==> config.mk <==
export PLATFORM = sky130hd
export DESIGN_NAME = uart_irda
export DESIGN_NICKNAME = d
export VERILOG_FILES = /design/src/design/uart_irda_pkg.sv /design/src/design/rx_buffer2.sv /design/src/design/uart_irda.sv
export VERILOG_INCLUDE_DIRS = /design/src /design/src/design
export SDC_FILE = /design/constraint.sdc
export NUM_CORES = 1
export LEC_CHECK = 0
export ABC_AREA = 1
export BUFFER_PORTS_ARGS = -buffer_cell sky130_fd_sc_hd__buf_2
export CAP_MARGIN = 20
export CORE_UTILIZATION = 35
export CTS_CLUSTER_DIAMETER = 80
export DETAILED_ROUTE_END_ITERATION = 16
export REMOVE_ABC_BUFFERS = 1
export SLEW_MARGIN = 25
export SYNTH_ARGS = -nofsm -noshare
export SYNTH_HDL_FRONTEND = slang
export SYNTH_SLANG_ARGS = --single-unit
==> constraint.sdc <==
create_clock -name mclk -period 4.01 [get_ports mclk]
set_input_delay 0.2005 -clock mclk [delete_from_list [all_inputs] [get_ports mclk]]
set_output_delay 0.2005 -clock mclk [all_outputs]
set_load 0.1 [all_outputs]
==> src/design/uart_irda_consts.svh <==
// timing and field constants of the serial block with infrared codec
`ifndef UART_IRDA_CONSTS_SVH
`define UART_IRDA_CONSTS_SVH
`define OVS_TICKS 5'h10
`define OVS_LAST 4'hf
`define OVS_MID 4'h7
`define IR_PULSE_TICKS 4'h3
`define IR_WIN_EARLY 5'h04
`define IR_WIN_LATE 5'h08
`define IR_CNT_MAX 5'h18
`define IR_CNT_OPEN 5'h0c
`define DATA_LAST 3'h7
`define BAUD_RESET 16'h0000
`define MP_OFF 2'h0
`define MP_MATCH_BIT 1
`endif

==> src/design/uart_irda_pkg.sv <==
// types shared by the serial block, its assertions and its testbench
`default_nettype none
package uart_irda_pkg;
   typedef struct packed {
      logic rx_enable;
      logic tx_enable;
      logic parity_enable;
      logic parity_odd;
      logic two_stop;
      logic [1:0] multiproc_mode_select;
      logic multiproc_bit_tx;
      logic driver_enable_polarity;
      logic baud_readback_ctl;
      logic rx_data_irq_mask;
      logic infrared_codec_enable;
      logic [7:0] node_address;
      logic [15:0] baud_divider;
   } uart_cfg_t;
   typedef struct packed {
      logic ninth;
      logic [7:0] data;
   } rx_word_t;
   typedef enum logic [2:0] {
      SER_IDLE = 3'h0,
      SER_START = 3'h1,
      SER_DATA = 3'h3,
      SER_NINTH = 3'h2,
      SER_STOP = 3'h6
   } ser_state_t;
   typedef enum logic {
      DEC_IDLE = 1'b0,
      DEC_TRACK = 1'b1
   } dec_state_t;
endpackage : uart_irda_pkg
`default_nettype wire

==> src/design/rx_buffer2.sv <==
// two-entry receive buffer with valid and ready on both sides
`default_nettype none
module rx_buffer2 #(
   parameter int WIDTH = 9
) (
   input wire logic mclk,
   input wire logic reset_n,
   input wire logic in_valid,
   output logic in_ready,
   input wire logic [WIDTH-1:0] in_data,
   output logic out_valid,
   input wire logic out_ready,
   output logic [WIDTH-1:0] out_data
);
   logic [WIDTH-1:0] head_q;
   logic [WIDTH-1:0] tail_q;
   logic [1:0] count_q;
   logic push;
   logic pop;

   assign push = in_valid && in_ready;
   assign pop = out_valid && out_ready;
   assign in_ready = (count_q != 2'h2);
   assign out_valid = (count_q != 2'h0);
   assign out_data = head_q;

   always_ff @(posedge mclk or negedge reset_n) begin
      if (!reset_n) begin
         count_q <= 2'h0;
      end else if (push && !pop) begin
         count_q <= count_q + 2'h1;
      end else if (pop && !push) begin
         count_q <= count_q - 2'h1;
      end
   end

   always_ff @(posedge mclk or negedge reset_n) begin
      if (!reset_n) begin
         head_q <= '0;
         tail_q <= '0;
      end else begin
         if (pop) begin
            head_q <= (count_q == 2'h2) ? tail_q : in_data;
         end else if (push && count_q == 2'h0) begin
            head_q <= in_data;
         end
         if (push && ((count_q == 2'h1 && !pop) || count_q == 2'h2)) begin
            tail_q <= in_data;
         end
      end
   end
endmodule : rx_buffer2
`default_nettype wire

==> src/design/uart_irda.sv <==
// serial transmitter and receiver with multiprocessor mode and infrared codec
// Summary of operation
// [RQ1] transmit request rises at once while enabled and the holding register is empty
// [RQ2] a written byte moves to the shifter by itself and is sent
// [RQ3] software clears the transmit request in the interrupt controller before returning
// [RQ4] in nine-bit mode the multiprocessor transmit bit is sent as ninth bit
// [RQ5] software sets divider, pins, multiprocessor options, then receiver and parity
// [RQ6] parity may be enabled only with nine-bit mode off, even or odd
// [RQ7] byte-available flag is 1 while a received byte waits, else 0
// [RQ8] driver enable is active high with polarity 0, active low with 1
// [RQ9] receiver off and readback 1: zero count raises receive request, reads live count
// [RQ10] receiver on: readback bit selects reload or live count, no request
// [RQ11] live count reads latch nothing; low and high bytes may differ
// [RQ12] mask 0: data and errors request; mask 1: only errors request
// [RQ13] codec enable routes all traffic through infrared encoder and decoder
// [RQ14] upper mode bit set: address bytes must match node address to deliver
// [RQ15] decoder seeks next pulse from four before to eight after expected time
// [RQ16] no pulse in the window: bit is 1, decoder returns idle
// [RQ17] every falling edge clears the decoder clock counter
// [RQ18] decoder resync leaves receiver timing alone; receiver aligns on start bits
// [RQ19] software sets codec enable before enabling the pin alternate function
// [RQ20] receiver-on bit disables receiver at 0, enables it at 1
// [RQ21] transmit-empty flag is 1 when holding register empty, 0 when full
// [RQ22] baud counter reloads from the divider at zero, giving the bit tick; here each bit spans 16 such ticks
// [RQ23] receive errors set their flag and request regardless of the data mask
`default_nettype none
`include "uart_irda_consts.svh"
module uart_irda (
   input wire logic mclk,
   input wire logic reset_n,
   input wire uart_irda_pkg::uart_cfg_t cfg,
   input wire logic tx_write,
   input wire logic [7:0] tx_byte,
   output logic tx_data_empty_q,
   output logic tx_irq_q,
   output logic rx_byte_available_q,
   output uart_irda_pkg::rx_word_t rx_word_q,
   input wire logic rx_read,
   output logic rx_irq_q,
   output logic parity_err_q,
   output logic framing_err_q,
   output logic overrun_err_q,
   input wire logic err_clear,
   output logic [15:0] baud_read_q,
   output logic uart_txd_q,
   input wire logic uart_rxd,
   output logic ir_txd_q,
   input wire logic ir_rxd,
   output logic line_driver_enable_q
);
   import uart_irda_pkg::*;

   logic [15:0] baud_cnt_q;
   logic tick;
   logic mp_on;
   logic ninth_on;

   assign mp_on = (cfg.multiproc_mode_select != `MP_OFF);
   assign ninth_on = mp_on || cfg.parity_enable;

   // baud generator: tick each time the down-counter reaches zero
   assign tick = (baud_cnt_q == `BAUD_RESET);
   always_ff @(posedge mclk or negedge reset_n) begin
      if (!reset_n) begin
         baud_cnt_q <= `BAUD_RESET;
      end else if (tick) begin
         baud_cnt_q <= cfg.baud_divider; // [RQ22]
      end else begin
         baud_cnt_q <= baud_cnt_q - 16'h0001;
      end
   end

   // no latch of the upper byte: each read sees the count of the cycle before it
   always_ff @(posedge mclk or negedge reset_n) begin
      if (!reset_n) begin
         baud_read_q <= `BAUD_RESET;
      end else begin
         baud_read_q <= cfg.baud_readback_ctl ? baud_cnt_q : cfg.baud_divider; // [RQ10] [RQ11]
      end
   end

   // ---------------- transmitter ----------------
   ser_state_t tx_state_q;
   logic [7:0] tx_hold_q;
   logic [7:0] tx_shift_q;
   logic tx_ninth_q;
   logic [3:0] tx_sub_q;
   logic [2:0] tx_bit_q;
   logic tx_stop2_q;
   logic tx_line;
   logic tx_load;

   assign tx_load = (tx_state_q == SER_IDLE) && !tx_data_empty_q && cfg.tx_enable;

   always_ff @(posedge mclk or negedge reset_n) begin
      if (!reset_n) begin
         tx_data_empty_q <= 1'b1;
         tx_hold_q <= 8'h00;
      end else if (tx_write && tx_data_empty_q) begin
         tx_hold_q <= tx_byte;
         tx_data_empty_q <= 1'b0; // [RQ21]
      end else if (tx_load) begin
         tx_data_empty_q <= 1'b1; // [RQ2] [RQ21]
      end
   end

   // level request, follows the empty flag with no other event needed
   always_ff @(posedge mclk or negedge reset_n) begin
      if (!reset_n) begin
         tx_irq_q <= 1'b0;
      end else begin
         tx_irq_q <= cfg.tx_enable && tx_data_empty_q; // [RQ1]
      end
   end

   always_ff @(posedge mclk or negedge reset_n) begin
      if (!reset_n) begin
         tx_state_q <= SER_IDLE;
         tx_shift_q <= 8'h00;
         tx_ninth_q <= 1'b0;
         tx_sub_q <= 4'h0;
         tx_bit_q <= 3'h0;
         tx_stop2_q <= 1'b0;
      end else if (tx_load) begin
         tx_state_q <= SER_START; // [RQ2]
         tx_shift_q <= tx_hold_q;
         tx_ninth_q <= mp_on ? cfg.multiproc_bit_tx // [RQ4]
                             : (^tx_hold_q) ^ cfg.parity_odd;
         tx_sub_q <= 4'h0;
         tx_bit_q <= 3'h0;
         tx_stop2_q <= cfg.two_stop;
      end else if (tick && tx_state_q != SER_IDLE) begin
         tx_sub_q <= tx_sub_q + 4'h1;
         if (tx_sub_q == `OVS_LAST) begin
            case (tx_state_q)
               SER_START: begin
                  tx_state_q <= SER_DATA;
               end
               SER_DATA: begin
                  tx_shift_q <= {1'b0, tx_shift_q[7:1]};
                  tx_bit_q <= tx_bit_q + 3'h1;
                  if (tx_bit_q == `DATA_LAST) begin
                     tx_state_q <= ninth_on ? SER_NINTH : SER_STOP;
                  end
               end
               SER_NINTH: begin
                  tx_state_q <= SER_STOP;
               end
               SER_STOP: begin
                  if (tx_stop2_q) begin
                     tx_stop2_q <= 1'b0;
                  end else begin
                     tx_state_q <= SER_IDLE;
                  end
               end
               default: begin
                  tx_state_q <= SER_IDLE;
               end
            endcase
         end
      end
   end

   always_comb begin
      case (tx_state_q)
         SER_START: tx_line = 1'b0;
         SER_DATA: tx_line = tx_shift_q[0];
         SER_NINTH: tx_line = tx_ninth_q;
         default: tx_line = 1'b1;
      endcase
   end

   // encoder sends a short high pulse for every zero bit; plain pin idles high meanwhile
   always_ff @(posedge mclk or negedge reset_n) begin
      if (!reset_n) begin
         uart_txd_q <= 1'b1;
         ir_txd_q <= 1'b0;
      end else begin
         uart_txd_q <= cfg.infrared_codec_enable ? 1'b1 : tx_line; // [RQ13]
         ir_txd_q <= cfg.infrared_codec_enable && !tx_line
                     && (tx_sub_q < `IR_PULSE_TICKS); // [RQ13]
      end
   end

   always_ff @(posedge mclk or negedge reset_n) begin
      if (!reset_n) begin
         line_driver_enable_q <= 1'b0;
      end else begin
         line_driver_enable_q <= (tx_state_q != SER_IDLE) ^ cfg.driver_enable_polarity; // [RQ8]
      end
   end

   // ---------------- infrared decoder ----------------
   dec_state_t dec_state_q;
   logic [4:0] dec_cnt_q;
   logic ir_prev_q;
   logic ir_fall;
   logic dec_out;

   assign ir_fall = ir_prev_q && !ir_rxd;
   // a pulse drives the decoded line low for one bit time from its edge
   assign dec_out = !((dec_state_q == DEC_TRACK) && (dec_cnt_q < `OVS_TICKS));

   always_ff @(posedge mclk or negedge reset_n) begin
      if (!reset_n) begin
         ir_prev_q <= 1'b1;
         dec_state_q <= DEC_IDLE;
         dec_cnt_q <= 5'h00;
      end else begin
         ir_prev_q <= ir_rxd;
         if (!cfg.infrared_codec_enable) begin
            dec_state_q <= DEC_IDLE;
            dec_cnt_q <= 5'h00;
         end else if (ir_fall && (dec_state_q == DEC_IDLE || dec_cnt_q >= `IR_CNT_OPEN)) begin
            dec_state_q <= DEC_TRACK; // [RQ15]
            dec_cnt_q <= 5'h00; // [RQ17]
         end else if (ir_fall) begin
            dec_cnt_q <= 5'h00; // [RQ17]
         end else if (tick && dec_state_q == DEC_TRACK) begin
            if (dec_cnt_q == `IR_CNT_MAX) begin
               dec_state_q <= DEC_IDLE; // [RQ16]
               dec_cnt_q <= 5'h00;
            end else begin
               dec_cnt_q <= dec_cnt_q + 5'h01;
            end
         end
      end
   end

   // ---------------- receiver ----------------
   ser_state_t rx_state_q;
   logic rx_in;
   logic [3:0] rx_sub_q;
   logic [2:0] rx_bit_q;
   logic [7:0] rx_shift_q;
   logic rx_ninth_q;
   logic addr_ok_q;
   logic buf_in_ready;
   logic push_valid;
   logic done;
   logic stop_bad;
   logic par_bad;
   logic is_addr;
   logic deliver;
   logic buf_valid;
   rx_word_t buf_word;

   // the receiver realigns only on its own start detection, never on decoder resyncs
   assign rx_in = cfg.infrared_codec_enable ? dec_out : uart_rxd; // [RQ13] [RQ18]
   // stop judged in mid bit; at its leading edge the last data level could still show
   assign done = tick && (rx_state_q == SER_STOP) && (rx_sub_q == `OVS_LAST);
   assign stop_bad = !rx_in;
   assign par_bad = cfg.parity_enable && !mp_on
                    && (((^rx_shift_q) ^ cfg.parity_odd) != rx_ninth_q);
   assign is_addr = mp_on && rx_ninth_q;
   assign deliver = !cfg.multiproc_mode_select[`MP_MATCH_BIT]
                    || (is_addr ? (rx_shift_q == cfg.node_address) : addr_ok_q); // [RQ14]
   assign push_valid = done && !stop_bad && deliver;

   always_ff @(posedge mclk or negedge reset_n) begin
      if (!reset_n) begin
         rx_state_q <= SER_IDLE;
         rx_sub_q <= 4'h0;
         rx_bit_q <= 3'h0;
         rx_shift_q <= 8'h00;
         rx_ninth_q <= 1'b0;
      end else if (!cfg.rx_enable) begin
         rx_state_q <= SER_IDLE; // [RQ20]
      end else if (tick) begin
         rx_sub_q <= rx_sub_q + 4'h1;
         case (rx_state_q)
            SER_IDLE: begin
               if (!rx_in) begin
                  rx_state_q <= SER_START; // [RQ18]
                  rx_sub_q <= 4'h0;
                  rx_ninth_q <= 1'b0;
               end
            end
            SER_START: begin
               if (rx_sub_q == `OVS_MID) begin
                  // a glitch shorter than half a bit is not a start bit
                  rx_state_q <= rx_in ? SER_IDLE : SER_DATA;
                  rx_sub_q <= 4'h0;
                  rx_bit_q <= 3'h0;
               end
            end
            SER_DATA: begin
               if (rx_sub_q == `OVS_LAST) begin
                  rx_shift_q <= {rx_in, rx_shift_q[7:1]};
                  rx_bit_q <= rx_bit_q + 3'h1;
                  if (rx_bit_q == `DATA_LAST) begin
                     rx_state_q <= ninth_on ? SER_NINTH : SER_STOP;
                  end
               end
            end
            SER_NINTH: begin
               if (rx_sub_q == `OVS_LAST) begin
                  rx_ninth_q <= rx_in;
                  rx_state_q <= SER_STOP;
               end
            end
            SER_STOP: begin
               if (rx_sub_q == `OVS_LAST) begin
                  rx_state_q <= SER_IDLE;
               end
            end
            default: begin
               rx_state_q <= SER_IDLE;
            end
         endcase
      end
   end

   // remembers whether the last address byte named this node
   always_ff @(posedge mclk or negedge reset_n) begin
      if (!reset_n) begin
         addr_ok_q <= 1'b0;
      end else if (done && is_addr) begin
         addr_ok_q <= (rx_shift_q == cfg.node_address); // [RQ14]
      end
   end

   rx_buffer2 #(
      .WIDTH($bits(rx_word_t))
   ) u_rx_buffer (
      .mclk(mclk),
      .reset_n(reset_n),
      .in_valid(push_valid),
      .in_ready(buf_in_ready),
      .in_data({rx_ninth_q, rx_shift_q}),
      .out_valid(buf_valid),
      .out_ready(rx_read),
      .out_data(buf_word)
   );

   // buffer output registered again so the flag and word come from flops
   always_ff @(posedge mclk or negedge reset_n) begin
      if (!reset_n) begin
         rx_byte_available_q <= 1'b0;
         rx_word_q <= '0;
      end else begin
         rx_byte_available_q <= buf_valid && !rx_read; // [RQ7]
         rx_word_q <= buf_word;
      end
   end

   // error flags: a new error in the clear cycle wins over the clear
   always_ff @(posedge mclk or negedge reset_n) begin
      if (!reset_n) begin
         parity_err_q <= 1'b0;
         framing_err_q <= 1'b0;
         overrun_err_q <= 1'b0;
      end else begin
         parity_err_q <= (done && par_bad) || (parity_err_q && !err_clear); // [RQ23]
         framing_err_q <= (done && stop_bad) || (framing_err_q && !err_clear); // [RQ23]
         overrun_err_q <= (push_valid && !buf_in_ready)
                          || (overrun_err_q && !err_clear); // [RQ23]
      end
   end

   // one-cycle receive request for data, errors or the timer use of the baud counter
   always_ff @(posedge mclk or negedge reset_n) begin
      if (!reset_n) begin
         rx_irq_q <= 1'b0;
      end else begin
         rx_irq_q <= (push_valid && buf_in_ready && !cfg.rx_data_irq_mask) // [RQ12]
                     || (done && (par_bad || stop_bad)) // [RQ23]
                     || (push_valid && !buf_in_ready) // [RQ23]
                     || (!cfg.rx_enable && cfg.baud_readback_ctl && tick); // [RQ9]
      end
   end
endmodule : uart_irda
`default_nettype wire

# [Word level (Yosys, flattened, before mapping)]
# Cells that the tools add are included.
[totals] regBits=126 latchBits=0 mem_bits_rw=0 romBits=0 inputBits=51 output_inout_bits=35 mem_count=0
[classes] n_addsub=8 n_mul=0 div=0 order_cmp=3 eq_ne=36 n_shift=0 mux=64 bitwise=4 n_reduce_logical=89
[ops] operator="3-bit two-way mux" n=20
[ops] operator="1-bit logical AND" n=37
[ops] operator="16-bit two-way mux" n=2
[ops] operator="8-bit two-way mux" n=4
[ops] operator="9-bit two-way mux" n=3
[ops] operator="5-bit two-way mux" n=5
[ops] operator="2-bit nonzero test" n=11
[ops] operator="3-bit != test, second input constant" n=7
[ops] operator="1-bit two-way mux" n=17
[ops] operator="16-bit zero test" n=1
[ops] operator="4-bit two-way mux" n=4
[ops] operator="8-bit parity" n=2
[ops] operator="16-bit by 1-bit subtractor with 16-bit output, second input constant" n=1
[ops] operator="3-bit one-hot mux with 5 select lines" n=1
[ops] operator="1-bit zero test" n=14
[ops] operator="3-bit by 2-bit equality test with 1-bit output, second input constant" n=4
[ops] operator="3-bit equality test, second input constant" n=4
[ops] operator="3-bit one-hot mux with 4 select lines" n=1
[ops] operator="1-bit logical OR" n=11
[ops] operator="2-bit != test, second input constant" n=5
[ops] operator="5-bit AND reduction" n=2
[ops] operator="3-bit AND reduction" n=3
[ops] operator="4-bit by 1-bit adder with 4-bit output, second input constant" n=2
[ops] operator="4-bit equality test, second input constant" n=2
[ops] operator="other kinds (31)" n=41

# [Depth between registers and ports, before layout]
[logic_depth] word_depth=11 depth_mapped=12

# [Cells and area by module]
# From an unflattened synthesis, not the netlist that was laid out.
[unflattened] cells_unflattened=841 area_unflattened_um2=6517.5
[by_module_without_submodules] module="uart_irda" n_inst=1 cells_each=697 area_per_inst_um2=5435.2 seq_area_each_um2=2656.3
[by_module_without_submodules] module="rx_buffer2" n_inst=1 cells_each=144 area_per_inst_um2=1082.3 seq_area_each_um2=500.5

# [Worst setup path after synthesis]
# Ideal clock, no wire load.
[synth_path] path_type="register to register" start="reg baud_cnt_q[0]" end="reg u_rx_buffer.count_q[1]" setup_ps=127 arrival_ps=1762 required_ps=3883 path_slack_ps=2121 stages_incl_launch_ff=12 path_cell_list="dfrtp_1 -> inv_1 -> ha_1 -> nand3_2 -> nor2_4 -> nand3_2 -> nor2_4 -> nand3_1 -> inv_1 -> ha_1 -> nand2_1 -> o21ai_0"
[synth_between] elab_chain_cells=9
[synth_lines] element="from (decl)" line_no="uart_irda.sv:53" text="logic [15:0] baud_cnt_q;"
[synth_lines] element="from (signal assigned)" line_no="uart_irda.sv:65" text="baud_cnt_q <= `BAUD_RESET;"
[synth_lines] element="from (signal assigned)" line_no="uart_irda.sv:67" text="baud_cnt_q <= cfg.baud_divider;"
[synth_lines] element="from (signal assigned)" line_no="uart_irda.sv:69" text="baud_cnt_q <= baud_cnt_q - 16'h0001;"
[synth_lines] element="16-bit zero test (no line) *"
[synth_lines] element="1-bit logical AND * (2 in a row)" line_no="uart_irda.sv:251" text="assign done = tick && (rx_state_q == SER_STOP) && (rx_sub_q == `OVS_LAST);"
[synth_lines] element="1-bit logical AND * (2 in a row)" line_no="uart_irda.sv:258" text="assign push_valid = done && !stop_bad && deliver;"
[synth_lines] element="1-bit logical AND *" line_no="rx_buffer2.sv:21" text="assign push = in_valid && in_ready;"
[synth_lines] element="1-bit zero test" line_no="rx_buffer2.sv:32" text="end else if (pop && !push) begin"
[synth_lines] element="1-bit logical AND" line_no="rx_buffer2.sv:32"
[synth_lines] element="2-bit nonzero test (no line)"
[synth_lines] element="to (signal assigned)" line_no="rx_buffer2.sv:31" text="count_q <= count_q + 2'h1;"
[synth_lines] element="to (signal assigned)" line_no="rx_buffer2.sv:33" text="count_q <= count_q - 2'h1;"
[synth_lines] element="to (decl)" line_no="rx_buffer2.sv:17" text="logic [1:0] count_q;"
# Every way passes the cells marked *; elsewhere a longest branch is shown, timed or not.
# A chain may end at the register's enable or synchronous reset.

# [Final worst setup path]
# Same ends and word-level chain as after synthesis.

==> impl_metrics.sql <==
INSERT INTO impl_metrics (metric_group, metric, value, unit) VALUES
('power', 'power.combinational.fraction', '0.122', ''),
('placement', 'placed_cells_incl_taps', '1016', ''),
('floorplanning', 'num_rows', '48', ''),
('placement', 'numPortBuffers', '85', ''),
('cells_and_area', 'stdcell_count', '1057', ''),
('floorplanning', 'design.core.area', '17360', 'um^2'),
('synthesis', 'netlist_area', '6238', 'um^2'),
('clock_network', 'cts_tree', 'yes', ''),
('route', 'detailedRoute.firstPassIterationCount', '4', ''),
('cells_and_area', 'final_common_cell', 'nand2_1', ''),
('global_route', 'maximum_number_of_pins_on_one_net_before_global_route_repair', '66', ''),
('cells_and_area', 'finish.utilization', '0.4442', ''),
('route', 'wl_per_cell', '12.88', 'um'),
('cells_and_area', 'filler_cell_count', '1714', ''),
('cells_and_area', 'layout.cell_area.non_filler', '7710', 'um^2'),
('route', 'detail_route.wirelength', '13610', 'um'),
('clock_network', 'cts-root-to-sink-buffers', '2', ''),
('clock_network', 'clock_transition_at_the_register_clock_pins_on_the_worst_setup_and_hold_paths_after_cts', '60', 'ps'),
('power', 'internal_portion_of_total_power', '2.652', 'mW'),
('setup_path', 'worstSetupEndpointType', 'flop', ''),
('clock_network', 'cts_root_buf', 'clkbuf_16', ''),
('synthesis', 'synth_simple_gate_area_share', '0.2312', ''),
('placement', 'dp_hpwl', '9664', 'um'),
('cells_and_area', 'drive_above_1_share', '0.2178', ''),
('floorplanning', 'die_height', '135.5', 'um'),
('timing', 'headroom_to_the_max_slew_limit', '0.4406', ''),
('timing', 'drv_slew', '0', ''),
('floorplanning', 'starting_density', '0.3594', ''),
('global_route', 'initial_antenna_violation_count', '1', ''),
('synthesis', 'synth_compound_gate_area_share', '0.1007', ''),
('power', 'power_density', '464.4', 'nW/um^2'),
('timing', 'worst_clock_skew', '6.369', 'ps'),
('hold_path', 'min-delay-path-class', 'in -> reg', ''),
('power', 'irDropWorstVdd', '0.0003057', 'V'),
('synthesis', 'netlist_instances', '713', ''),
('floorplanning', 'io_pins', '86', ''),
('power', 'fin_total_pwr', '3.581', 'mW'),
('clock_network', 'total_cts_buffers', '17', ''),
('route', 'postRouteAntennaNets', '0', ''),
('cells_and_area', 'final_net_count', '882', ''),
('synthesis', 'synth_top_family_by_area', 'simple AND/OR/NAND/NOR gates', ''),
('timing', 'worst_pin_slew', '839.1', 'ps'),
('synthesis', 'yosysWarnings', '0', ''),
('placement', 'finalWeightedCongestion', '0.7998', ''),
('power', 'seq_power_share', '0.375', ''),
('setup_path', 'worst-setup-path-type', 'reg -> reg', ''),
('route', 'viasPerCell', '4.590', ''),
('timing', 'achievable_clock_frequency', '475.0', 'MHz'),
('cells_and_area', 'syn_to_final_growth', '23.59', '%'),
('global_route', 'first_pass_grt_wire_length', '22590', 'um'),
('job', 'drv_cap', '0', ''),
('timing', 'finalHoldViolations', '0', ''),
('setup_path', 'worstPathArrival', '2410', 'ps'),
('synthesis', 'synth_mux_area_frac', '0.03069', ''),
('run_status', 'run_status', 'complete, no violations', ''),
('global_route', 'globalRouteOverflowTotal', '0', ''),
('clock_network', 'cts_resized', '0', ''),
('floorplanning', 'die_w', '135.5', 'um'),
('power', 'power_leakage', '3.828', 'nW'),
('setup_path', 'worst-path-max-fanout', '4', ''),
('global_route', 'number_of_global_route_vias_before_repair', '4601', ''),
('cells_and_area', 'layout.cells.most_common_list', 'nand2_1 (162), dfrtp_1 (123), inv_1 (87)', ''),
('setup_path', 'critical_path.startpoint_type', 'flop', ''),
('timing', 'setup_viol_count_final', '0', ''),
('global_route', 'track_usage', '0.1604', ''),
('timing', 'final_critical_delay_including_setup_and_external_delays', '2105', 'ps'),
('floorplanning', 'floorplan.die_area', '18360', 'um^2'),
('synthesis', 'synth_area_per_cell', '8.750', 'um^2'),
('clock_network', 'htree_num_levels', '4', ''),
('power', 'switching_power', '0.9283', 'mW'),
('synthesis', 'xor_and_xnor_fraction_of_the_mapped_netlist_area', '0.04071', '');
per-layer routing:
metal  track usage  routed length [um]  up-vias
met1        0.2145                6532     2241
met2        0.2484                6314       81
met4       0.05680                 171        0
met3       0.04377                 594       13
li1              -                   -     2517
met5             0                   0        -
state kept, by name (all words and copies together), names as in the netlist, 2 cells and up:
signal / cells
u_rx_buffer.out_data: 9
u_rx_buffer.count_q: 2
baud_read_q: 16
baud_cnt_q: 16
tx_sub_q: 4
tx_shift_q: 8
u_rx_buffer.tail_q: 9
tx_bit_q: 3
rx_bit_q: 3
rx_sub_q: 4
rx_state_q: 3
rx_word_q: 9
rx_shift_q: 8
tx_state_q: 3
dec_cnt_q: 5
tx_hold_q: 8
cell type report:
| type | count | area (um^2) | area share |
|---|---|---|---|
| Tap cell | 225 | 281.5 | 0.03651 |
| Clock buffer | 20 | 466.7 | 0.06053 |
| Timing Repair Buffer | 95 | 535.5 | 0.06946 |
| Multi-Input combinational cell | 483 | 2679 | 0.3475 |
| Antenna cell | 1 | 2.502 | 0.0003246 |
| Inverter | 95 | 357.8 | 0.04641 |
| Sequential cell | 126 | 3157 | 0.4094 |
| Clock inverter | 12 | 230.2 | 0.02986 |
power groups by stage:
stage	Combinational [mW]	Clock [mW]	Sequential, mW
final	0.435	1.80	1.34
after global routing	0.479	1.90	1.35
after CTS	0.440	1.84	1.34
after detailed placement	0.433	0	1.36
after global placement	0.430	0	1.36
after floorplan	0.174	0	1.49
cell usage after synthesis, drive strengths merged:
cell type | n | area share
a21boi | 3 | 0.0036
a21oi | 23 | 0.018
a22oi | 1 | 0.0012
and2 | 4 | 0.0040
buf | 4 | 0.0042
clkbuf | 5 | 0.0030
clkinv | 2 | 0.0014
dfrtp | 123 | 0.49
dfstp | 3 | 0.013
ha | 13 | 0.026
inv | 93 | 0.056
mux2 | 17 | 0.031
nand2 | 166 | 0.10
nand3 | 49 | 0.041
nand3b | 4 | 0.0048
nand4 | 8 | 0.013
nor2 | 65 | 0.048
nor3 | 9 | 0.011
nor3b | 1 | 0.0012
o2111ai | 1 | 0.0014
o211ai | 5 | 0.0060
o21a | 2 | 0.0024
o21ai | 72 | 0.063
o22ai | 3 | 0.0030
o311ai | 1 | 0.0014
or2 | 7 | 0.0070
xnor2 | 21 | 0.029
xor2 | 8 | 0.011
cells by family (layout without fill, tap and decap cells):
family	count (synthesis)	in the layout
other	0	1
adders and majority gates	13	13
DFF	126	126
xor gates and xnor gates	29	29
and+or+nand+nor	313	313
muxes	17	17
buffers and inverters	104	222
AOI/OAI and AO/OA	111	111
metrics by stage:
| step | worst slack (ps) | hold slack [ps] |
|---|---|---|
| 2_1_floorplan | 1757 | -95.09 |
| 3_3_place_gp | 1972 | 320.2 |
| 3_5_place_dp | 1897 | 324.2 |
| 4_1_cts | 1893 | 2.314 |
| 5_1_grt | 1695 | 0.8698 |
| 6_report | 1905 | 12.41 |
path summary, 6_finish.rpt:
kind | cells after the start | from | endpoint | slack, ps
max | 11 | baud_cnt_q[0] | u_rx_buffer.count_q[1] | 1900
min | 2 | tx_byte[0] | tx_hold_q[0] | 10
max reg2reg | 11 | baud_cnt_q[0] | u_rx_buffer.count_q[1] | 1900
min reg2reg | 0 | u_rx_buffer.out_data[3] | rx_word_q[3] | 380
max in group asynchronous | 3 | reset_n | uart_txd_q | 2710
min in group asynchronous | 2 | reset_n | rx_word_q[5] | 420
repair_timing:
item	in CTS	in global routing
hold buffers	8	0
setup buffers	0	0
hold endpoints to repair	71	0
critical path: stages (launching register included):
cell and delay [ps]:
dfrtp_1 370, inv_1 110, ha_1 240, nand3_2 150, nor2_4 200, nand3_2 140, nor2_4 150, nand3_1 140
inv_1 90, ha_1 260, nand2_1 80, o21ai_0 70
Note: power is estimated with default switching activity, not from simulation.
